$ cat src/pwm_pkg.sv
`default_nettype none
package pwm_pkg;
  // ---------------------------------------------------------------
  // Sizes and clocking
  // ---------------------------------------------------------------
  localparam int NUM_CH = 6;
  localparam int SYS_CLK_MHZ = 100;
  localparam int MASTER_CLK_MHZ = 16;
  localparam logic [7:0] PHASE_INC = 8'(MASTER_CLK_MHZ);
  localparam logic [7:0] PHASE_MOD = 8'(SYS_CLK_MHZ);
  localparam logic [2:0] PSC_MAX = 3'h6;
  localparam logic [6:0] DIV_STEP = 7'h01;
  localparam logic [15:0] CNT_STEP = 16'h0001;

  // ---------------------------------------------------------------
  // Register offsets (byte addresses within the block)
  // ---------------------------------------------------------------
  localparam logic [7:0] OFF_GLOBAL = 8'h00;
  localparam logic [7:0] OFF_CTRL0 = 8'h04;
  localparam logic [7:0] OFF_LIMIT0 = 8'h1C;
  localparam logic [7:0] OFF_STATUS = 8'h44;
  localparam logic [7:0] BANK_SPAN = 8'(4 * NUM_CH);

  // ---------------------------------------------------------------
  // Field positions
  // ---------------------------------------------------------------
  localparam int GLB_EN0_BIT = 0;
  localparam int GLB_EN1_BIT = 4;
  localparam int CTRL_PSC_LSB = 0;
  localparam int CTRL_POL_BIT = 4;
  localparam int CTRL_MODE_BIT = 8;
  localparam int CTRL_EN_BIT = 12;
  localparam int CTRL_LOAD_BIT = 16;
  localparam int LIMIT_THR_LSB = 0;
  localparam int LIMIT_TOP_LSB = 16;
  localparam int STAT_EN_LSB = 8;

  typedef enum logic {DIR_UP, DIR_DOWN} dir_e;

  // Prescaler code p divides by 2^(p+1); codes above 6 act as 128
  function automatic logic [6:0] psc_mask(input logic [2:0] psc);
    logic [2:0] p;
    p = (psc > PSC_MAX) ? PSC_MAX : psc;
    return 7'((8'h02 << p) - 8'h01);
  endfunction

  function automatic logic in_bank(input logic [7:0] off,
                                   input logic [7:0] base);
    return (off >= base) && (off < 8'(base + BANK_SPAN)) &&
           (off[1:0] == 2'h0);
  endfunction

  function automatic logic [2:0] ch_index(input logic [7:0] off,
                                          input logic [7:0] base);
    logic [7:0] d;
    d = 8'(off - base);
    return d[4:2];
  endfunction
endpackage
`default_nettype wire

$ cat src/pwm_channel.sv
`timescale 1ns/1ns
`default_nettype none
module pwm_channel
  import pwm_pkg::*;
(
  input wire logic sys_clk,
  input wire logic reset_n,
  input wire logic master_tick,
  input wire logic enable,
  input wire logic load,
  input wire logic [2:0] psc,
  input wire logic polarity,
  input wire logic updown,
  input wire logic [15:0] top,
  input wire logic [15:0] thr,
  output logic pwm_out,
  output logic pending
);
  typedef struct packed {
    logic [6:0] div;
    logic [15:0] cnt;
    dir_e dir;
    logic [2:0] psc;
    logic pol;
    logic mode;
    logic [15:0] top;
    logic [15:0] thr;
    logic pend;
    logic out;
  } chan_s;

  chan_s q, d;

  // ---------------------------------------------------------------
  // Counter, shadow load and output
  // ---------------------------------------------------------------
  always_comb begin
    logic boundary;
    boundary = 1'b0;
    d = q;
    d.pend = q.pend | load;
    if (!enable) begin
      d.div = '0;
      d.cnt = '0;
      d.dir = DIR_UP;
      boundary = 1'b1;
    end else if (master_tick) begin
      if ((q.div & psc_mask(q.psc)) == psc_mask(q.psc)) begin
        d.div = '0;
        if (!q.mode) begin
          if (q.cnt >= q.top) begin
            d.cnt = '0;
            boundary = 1'b1;
          end else begin
            d.cnt = q.cnt + CNT_STEP;
          end
        end else if (q.dir == DIR_UP) begin
          if (q.cnt >= q.top) begin
            d.dir = DIR_DOWN;
            d.cnt = (q.cnt == '0) ? q.cnt : q.cnt - CNT_STEP;
          end else begin
            d.cnt = q.cnt + CNT_STEP;
          end
        end else if (q.cnt == '0) begin
          d.dir = DIR_UP;
          boundary = 1'b1;
          d.cnt = (q.top == '0) ? q.cnt : q.cnt + CNT_STEP;
        end else begin
          d.cnt = q.cnt - CNT_STEP;
        end
      end else begin
        d.div = q.div + DIV_STEP;
      end
    end
    // Settings change only between periods, so no runt pulses
    if (boundary && d.pend) begin
      d.psc = psc;
      d.pol = polarity;
      d.mode = updown;
      d.top = top;
      d.thr = thr;
      d.pend = load;
    end
    if (!enable) begin
      d.out = ~d.pol;
    end else begin
      d.out = (d.cnt < d.thr) ? d.pol : ~d.pol;
    end
  end

  always_ff @(posedge sys_clk or negedge reset_n) begin
    if (!reset_n) begin
      q <= '{div: '0, cnt: '0, dir: DIR_UP, psc: '0, pol: 1'b0,
             mode: 1'b0, top: '0, thr: '0, pend: 1'b0, out: 1'b1};
    end else begin
      q <= d;
    end
  end

  assign pwm_out = q.out;
  assign pending = q.pend;
endmodule // pwm_channel
`default_nettype wire

$ cat src/six_channel_pwm.sv
// Our own choices: register access over APB and the address map.
`timescale 1ns/1ns
`default_nettype none
// How it works
// - Six independent channels, own settings each
// - Power-of-two prescale 2..128, 3-bit code
// - Up mode: count zero to top, wrap
// - Output changes where counter meets threshold
// - Polarity picks level below threshold
// - Up/down mode reverses at top
// - Mode, enable and load-enable bits per channel
// - Channel registers span offsets 0x04..0x30
// - Global bits 0 and 4 gate channel programming
module six_channel_pwm
  import pwm_pkg::*;
(
  input wire logic sys_clk,
  input wire logic reset_n,
  input wire logic psel,
  input wire logic penable,
  input wire logic pwrite,
  input wire logic [7:0] paddr,
  input wire logic [31:0] pwdata,
  output logic [31:0] prdata,
  output logic pready,
  output logic pslverr,
  output logic [NUM_CH-1:0] pwm_out
);
  typedef struct packed {
    logic [7:0] phase;
    logic tick;
    logic [1:0] glb;
    logic [NUM_CH-1:0][2:0] psc;
    logic [NUM_CH-1:0] pol;
    logic [NUM_CH-1:0] mode;
    logic [NUM_CH-1:0] en;
    logic [NUM_CH-1:0] load;
    logic [NUM_CH-1:0][15:0] top;
    logic [NUM_CH-1:0][15:0] thr;
    logic [31:0] rdata;
  } regs_s;

  regs_s q, d;
  logic [NUM_CH-1:0] pend;
  logic err;

  // ---------------------------------------------------------------
  // Master clock enable, APB register file
  // ---------------------------------------------------------------
  always_comb begin
    logic setup;
    logic access;
    logic prog_ok;
    logic is_ctrl;
    logic is_limit;
    logic [2:0] ci;
    logic [2:0] li;
    logic [8:0] ph;
    setup = psel & ~penable;
    access = psel & penable;
    prog_ok = q.glb[0] & q.glb[1];
    is_ctrl = in_bank(paddr, OFF_CTRL0);
    is_limit = in_bank(paddr, OFF_LIMIT0);
    ci = ch_index(paddr, OFF_CTRL0);
    li = ch_index(paddr, OFF_LIMIT0);
    d = q;
    d.load = '0;
    // 16 MHz master rate from the 100 MHz clock by phase accumulation
    ph = {1'b0, q.phase} + {1'b0, PHASE_INC};
    d.tick = (ph >= {1'b0, PHASE_MOD});
    d.phase = d.tick ? 8'(ph - {1'b0, PHASE_MOD}) : ph[7:0];
    err = 1'b0;
    if (setup) begin
      d.rdata = '0;
      if (paddr == OFF_GLOBAL) begin
        d.rdata[GLB_EN0_BIT] = q.glb[0];
        d.rdata[GLB_EN1_BIT] = q.glb[1];
      end else if (is_ctrl) begin
        d.rdata[CTRL_PSC_LSB +: 3] = q.psc[ci];
        d.rdata[CTRL_POL_BIT] = q.pol[ci];
        d.rdata[CTRL_MODE_BIT] = q.mode[ci];
        d.rdata[CTRL_EN_BIT] = q.en[ci];
        d.rdata[CTRL_LOAD_BIT] = pend[ci];
      end else if (is_limit) begin
        d.rdata[LIMIT_TOP_LSB +: 16] = q.top[li];
        d.rdata[LIMIT_THR_LSB +: 16] = q.thr[li];
      end else if (paddr == OFF_STATUS) begin
        d.rdata[0 +: NUM_CH] = pwm_out;
        d.rdata[STAT_EN_LSB +: NUM_CH] = q.en;
      end
    end
    if (access) begin
      if (paddr == OFF_GLOBAL) begin
        if (pwrite) begin
          d.glb = {pwdata[GLB_EN1_BIT], pwdata[GLB_EN0_BIT]};
        end
      end else if (is_ctrl) begin
        if (pwrite && prog_ok) begin
          d.psc[ci] = pwdata[CTRL_PSC_LSB +: 3];
          d.pol[ci] = pwdata[CTRL_POL_BIT];
          d.mode[ci] = pwdata[CTRL_MODE_BIT];
          d.en[ci] = pwdata[CTRL_EN_BIT];
          d.load[ci] = pwdata[CTRL_LOAD_BIT];
        end else if (pwrite) begin
          err = 1'b1;
        end
      end else if (is_limit) begin
        if (pwrite && prog_ok) begin
          d.top[li] = pwdata[LIMIT_TOP_LSB +: 16];
          d.thr[li] = pwdata[LIMIT_THR_LSB +: 16];
        end else if (pwrite) begin
          err = 1'b1;
        end
      end else if (paddr == OFF_STATUS) begin
        err = pwrite;
      end else begin
        err = 1'b1;
      end
    end
  end

  always_ff @(posedge sys_clk or negedge reset_n) begin
    if (!reset_n) begin
      q <= '0;
    end else begin
      q <= d;
    end
  end

  assign pready = 1'b1;
  assign pslverr = err;
  assign prdata = q.rdata;

  // ---------------------------------------------------------------
  // Channels
  // ---------------------------------------------------------------
  for (genvar i = 0; i < NUM_CH; i++) begin : g_ch
    pwm_channel u_ch (
      .sys_clk(sys_clk),
      .reset_n(reset_n),
      .master_tick(q.tick),
      .enable(q.en[i]),
      .load(q.load[i]),
      .psc(q.psc[i]),
      .polarity(q.pol[i]),
      .updown(q.mode[i]),
      .top(q.top[i]),
      .thr(q.thr[i]),
      .pwm_out(pwm_out[i]),
      .pending(pend[i])
    );
  end
endmodule // six_channel_pwm
`default_nettype wire

$ cat config.mk
export PLATFORM = sky130hd
export DESIGN_NAME = six_channel_pwm
export DESIGN_NICKNAME = d
export VERILOG_FILES = /design/src/pwm_pkg.sv /design/src/pwm_channel.sv /design/src/six_channel_pwm.sv
export SDC_FILE = /design/constraint.sdc
export NUM_CORES = 2
export LEC_CHECK = 0
export ABC_AREA = 1
export BUFFER_PORTS_ARGS = -buffer_cell sky130_fd_sc_hd__buf_2
export CAP_MARGIN = 40
export CORE_UTILIZATION = 50
export DETAILED_ROUTE_END_ITERATION = 8
export GPL_TIMING_DRIVEN = 0
export PLACE_DENSITY = 0.65
export SKIP_LAST_GASP = 1
export SYNTH_ARGS = -nofsm -noshare
export SYNTH_HDL_FRONTEND = slang
export SYNTH_HIERARCHICAL = 1
export SYNTH_SLANG_ARGS = --single-unit
$ cat constraint.sdc
create_clock -name sys_clk -period 3.25 [get_ports sys_clk]
set_clock_uncertainty 0.05 [all_clocks]
set_input_delay 0.65 -clock sys_clk [delete_from_list [all_inputs] [get_ports sys_clk]]
set_output_delay 0.65 -clock sys_clk [all_outputs]
set_load 0.03 [all_outputs]
# Yosys cells after proc, flatten, opt, wreduce, memory -nomap -nowiden
# Cells that the tools add are included.
[totals]
register_bits = 655
out_inout_bits = 40
[op_classes]
n_addsub = 28
order_cmp = 27
eq_ne = 25
shift = 6
mux = 205
n_bitwise = 25
reduce_logical = 36
[ops]
columns = ["op", "n"]
rows = [
  ["$mux 16", 39],
  ["$mux 192", 3],
  ["$mux 198", 2],
  ["$mux 24", 12],
  ["$mux 35", 6],
  ["$mux 17", 12],
  ["$bwmux 96", 2],
  ["$logic_not 16->1", 12],
  ["$add 16x1->16 const B", 6],
  ["$bmux 16 s3", 2],
  ["$ge 16x16->1", 6],
  ["$lt 16x16->1", 6],
  ["$sub 16x1->16 const B", 6],
  ["$mux 1", 85],
  ["$demux 16 s3", 1],
  ["$add 7x1->7 const B", 6],
  ["$and 7x7->7", 6],
  ["$eq 7x7->1", 6],
  ["$mux 7", 6],
  ["$shl 2x3->7 const A", 6],
  ["$sub 7x1->7 const B", 6],
  ["$mux 3", 13],
  ["$mux 6", 6],
  ["$ne 2x1->1 const B", 18],
  ["other kinds (34)", 79],
]

# Longest topological paths before layout
[logic_depth]
ltp_word = 14
mapped_depth = 30
ltp_nobuf = 29

# Hierarchy
# The synthesis kept the hierarchy.
[by_module_without_submodules]
columns = ["module", "n_inst", "cells_each", "area_per_inst_um2"]
rows = [
  ["pwm_channel", 6, 606, 4606.9],
  ["six_channel_pwm", 1, 1632, 12928.6],
]

# Worst setup path before layout
# No wires, ideal clock.
[synth_path]
path_type = "register to register"
from = "register g_ch[0].u_ch/q[40] (netlist name)"
to = "register g_ch[0].u_ch.q, in the netlist g_ch[0].u_ch/pwm_out"
setup_ps = 73
arrival_ps = 3402
slack_ps = -275
path_stages_with_launch = 28
cell_sequence = "dfrtp_1 -> inv_1 -> ha_1 -> nand2_1 -> nor2_1 -> nor2_1 -> nand2_1 -> nand2_1 -> nand2_1 -> nand2_1 -> nand2_2 -> nand2_1 -> nand3_2 -> nand2_2 -> buf_4 -> inv_4 -> buf_2 -> or2_2 -> o21ai_2 -> ha_1 -> a21oi_1 -> o21ai_0 -> nand3_1 -> a21oi_1 -> a2111oi_0 -> nand3_1 -> nand2_1 -> inv_1"
[synth_rtl]
columns = ["item", "line_no", "source"]
rows = [
  ["start, declared", "pwm_channel.sv:32", "chan_s q, d;"],
  ["start signal, assigned", "pwm_channel.sv:93", "q <= '{div: '0, cnt: '0, dir: DIR_UP, psc: '0, pol: 1'b0,"],
]

==> reports/qor.yml <==
clock_network:
  cts_buffers: 77
  cts_root_buffer: "clkbuf_16"
  cts_max_path_buffers: 3
  worst_skew_pair.late_latency_ns: 0.64
  cts.sinks: 653
  cts.clk_slew.worst_paths_ns: 0.06
  h-tree-depth: 3
  cts_tree: "yes"
logic_synthesis:
  syn-num-nets: 5532
  synth_top_area_cell: "dfrtp_1"
  yosys.area.top_type_share_pct: 39.9
  synthArstFlopShare_pct: 100
  ys_seq_area_share_pct: 40.3
  synth_edf_count: 0
  synth_area_leaders: "dfrtp_1, nand2_1, o21ai_0, ha_1, inv_1"
  ys_warn_count: 6
  syn_inst: 5268
  synth-seq-cells: 653
  syn_area_um2: 40600
  ys_types: 56
  ys.flop_type: "dfrtp_1"
  synth.avg_cell_area_um2: 7.70
routing:
  final_antenna_net_count: 0
  avgViaCountPerCell: 5.74
  drc: 0
  drtIter0Drc: 4042
  dr.pass1.iters: 6
  avgRoutedWirePerCell_um: 22.6
  num_vias: 39200
  wl_mm: 155
placed_design:
  portBuffers: 83
  dp_slack_ns: -1.40
  gp_congestion: 1.02
  placed_cell_area_um2: 42600
  hpwl_mm: 114
worst_setup_path:
  worst_setup_path_end_kind: "flip-flop"
  critical_path_class: "flip-flop to flip-flop"
  cp_max_fo: 5
  required_ns: 3.78
  crit_path_cell_trace: "buf_12, clkinv_8, ha_4, nand2_1, nor2_1, nor2_1, nand2_1, nand2_1, nand2_2, nand2_2, nand2_4, nor2_4, clkinvlp_4, buf_4, a21oi_1, a211oi_2, a211oi_2, ha_1, buf_4, a2111oi_4, nand2_1, nand2_1, nand2_1, inv_1"
  crit_family: "simple AND/OR/NAND/NOR gates"
  slowest_stage: "dfrtp_2"
  cp_slowest_stage_delay_ns: 0.43
  worst_setup_path_start_kind: "flip-flop"
  path_buf_inv: 6
  cp.arrival_ns: 4.11
  critPathMostFrequentCell: "nand2_1"
sta:
  finalHoldViolations: 0
  fmax_mhz: 280
  slew_headroom_pct: 41.4
  grt_setup_unrepaired: "yes"
  worstMarginPinSlew_ns: 0.875
  fin_ws_ns: -0.321
  fin_crit_sh_pct: 110
  fin_hold_ws_ns: 0.244
  slew_viol_final: 0
  final-setup-viol-count: 7
  fin_setup_tns_ns: -1.51
  min_period_ns: 3.57
run:
  drv_cap: 0
floorplanning:
  dieArea_um2: 82300
  coreArea_um2: 80400
  io_pins: 85
  die_w_um: 287
  die_y_um: 287
  start_util_pct: 50.4
  rows: 104
pwr:
  p_leak_nw: 24.7
  p_total_mw: 19.2
  ir_drop_mv: 0.386
  powerDensity_nw_per_um2: 383
status:
  outcome: "complete, but fails checks"
  violations: "negative setup slack"
grt:
  grt_pass1_wl_mm: 229
  grt-ovfl-total: 0
  grt_max_degree: 119
  antenna_found_initial: 8
  track_usage_pct: 37.0
  grt_pass1_vias: 36700
final_layout:
  nNetsFinal: 5966
  nFillCells: 7146
  synthToLayoutAreaGrowth_pct: 23.4
  final_cell_area_um2: 50100
  drive_gt1_share_pct: 26.4
worst_hold_path:
  hold_class: "input pin to flip-flop"
## cells in the final DEF (no fill, tap or decap), types with 91 or more instances in the layout
master,n
o21ai_0,587
inv_1,503
nand2_1,1165
inv_2,123
ha_1,154
buf_2,115
clkbuf_1,107
dfrtp_1,571
nand3_1,172
nand2_2,104
nor2_1,383
buf_4,289
xor2_1,91
a21oi_1,157
## timing repair
action,4_1_cts,5_1_grt
hold buffers,1,0
endpoints found under the hold margin,55,0
setup buffers,209,62
pin swaps,182,189
gates cloned,1,1
endpoints found under the setup margin,300,25
resized for setup,421,285
## kinds of logic after synthesis
group | synth area share, %
xor+xnor | 2.57
mux | 0.419
other cells | 0.00924
compound gates | 16.4
flops | 40.3
fa+ha+maj | 6.75
buf+inv | 8.73
simple gates | 24.8
## synthesized netlist by cell type (26+ instances only)
library cell and n:
a211oi_1 48, a21oi_1 207, a31oi_1 36, buf_2 44, buf_4 51, clkbuf_1 102
dfrtp_1 647, ha_1 219, inv_1 557, inv_2 86, nand2_1 1231, nand2_2 54
nand3_1 185, nand4_1 45, nor2_1 432, nor2_2 53, nor3_1 28, o21ai_0 627
o21ai_1 44, o21ai_2 60, o22ai_1 36, or2_2 94, xnor2_1 26, xor2_1 93
## worst register-to-register path, cell delays in order (launching register included)
cell,delay [ns]
dfrtp_2,0.43
buf_12,0.14
clkinv_8,0.05
ha_4,0.18
nand2_1,0.05
nor2_1,0.04
nor2_1,0.08
nand2_1,0.05
nand2_1,0.06
nand2_2,0.05
nand2_2,0.07
nand2_4,0.11
nor2_4,0.18
clkinvlp_4,0.20
buf_4,0.19
a21oi_1,0.18
a211oi_2,0.06
a211oi_2,0.25
ha_1,0.31
buf_4,0.16
a2111oi_4,0.36
nand2_1,0.09
nand2_1,0.07
nand2_1,0.05
inv_1,0.05
## power by group
| group | total [mW] | internal, mW | switching, mW | leakage, nW |
|---|---|---|---|---|
| sequential | 8.23 | 8.17 | 0.0588 | 8.89 |
| combinational | 1.85 | 0.508 | 1.34 | 14.5 |
| clock | 9.11 | 5.45 | 3.65 | 1.30 |
| total | 19.2 | 14.1 | 5.06 | 24.7 |
## sequential cells by signal, indices dropped and copies added, names as in the netlist
register	cells
g_ch.u_ch/pwm_out	6
g_ch.u_ch/q	366
g_ch.u_ch/pending	6
q	243
prdata	32
## final timing paths
path | startpoint | end | slack, ns | cells after the start
worst max-delay path | g_ch[1].u_ch/q[40] | g_ch[1].u_ch/pwm_out | -0.32 | 24
worst min-delay path | pwdata[12] | q[233] | 0.24 | 3
worst max register to register | g_ch[1].u_ch/q[40] | g_ch[1].u_ch/pwm_out | -0.32 | 24
worst min register to register | q[227] | g_ch[3].u_ch/pending | 0.41 | 2
max in group asynchronous | reset_n | g_ch[5].u_ch/pwm_out | 0.41 | 6
min in group asynchronous | reset_n | g_ch[0].u_ch/q[47] | 0.53 | 2
## per-stage QoR
stage          util [%]  cells
3_3_place_gp       52.7   6411
2_1_floorplan         -   5268
6_report           62.3   6834
4_1_cts            60.2   6771
5_1_grt            62.2   6827
3_5_place_dp       53.0   6420
## layer usage
layer | vias up | part of all wire, % | global-route usage (%)
met3 | 353 | 8.5 | 6.60
met2 | 1766 | 44 | 56.2
met5 | - | 0.014 | 0
li1 | 18200 | - | -
met1 | 18900 | 43 | 52.3
met4 | 4 | 4.4 | 14.7
## layout make-up
cell class	instances	area [µm²]	share of cell area (%)
antenna	9	22.5	0.0450
buffer	208	1190	2.39
clock buffer	114	2320	4.63
clock inverter	28	342	0.682
inverter	651	2540	5.06
multi-input combinational	3753	23100	46.2
sequential	653	16400	32.8
tap	1060	1330	2.65
timing repair buffer	358	2750	5.49
Note: power is estimated with default switching activity, not from simulation.
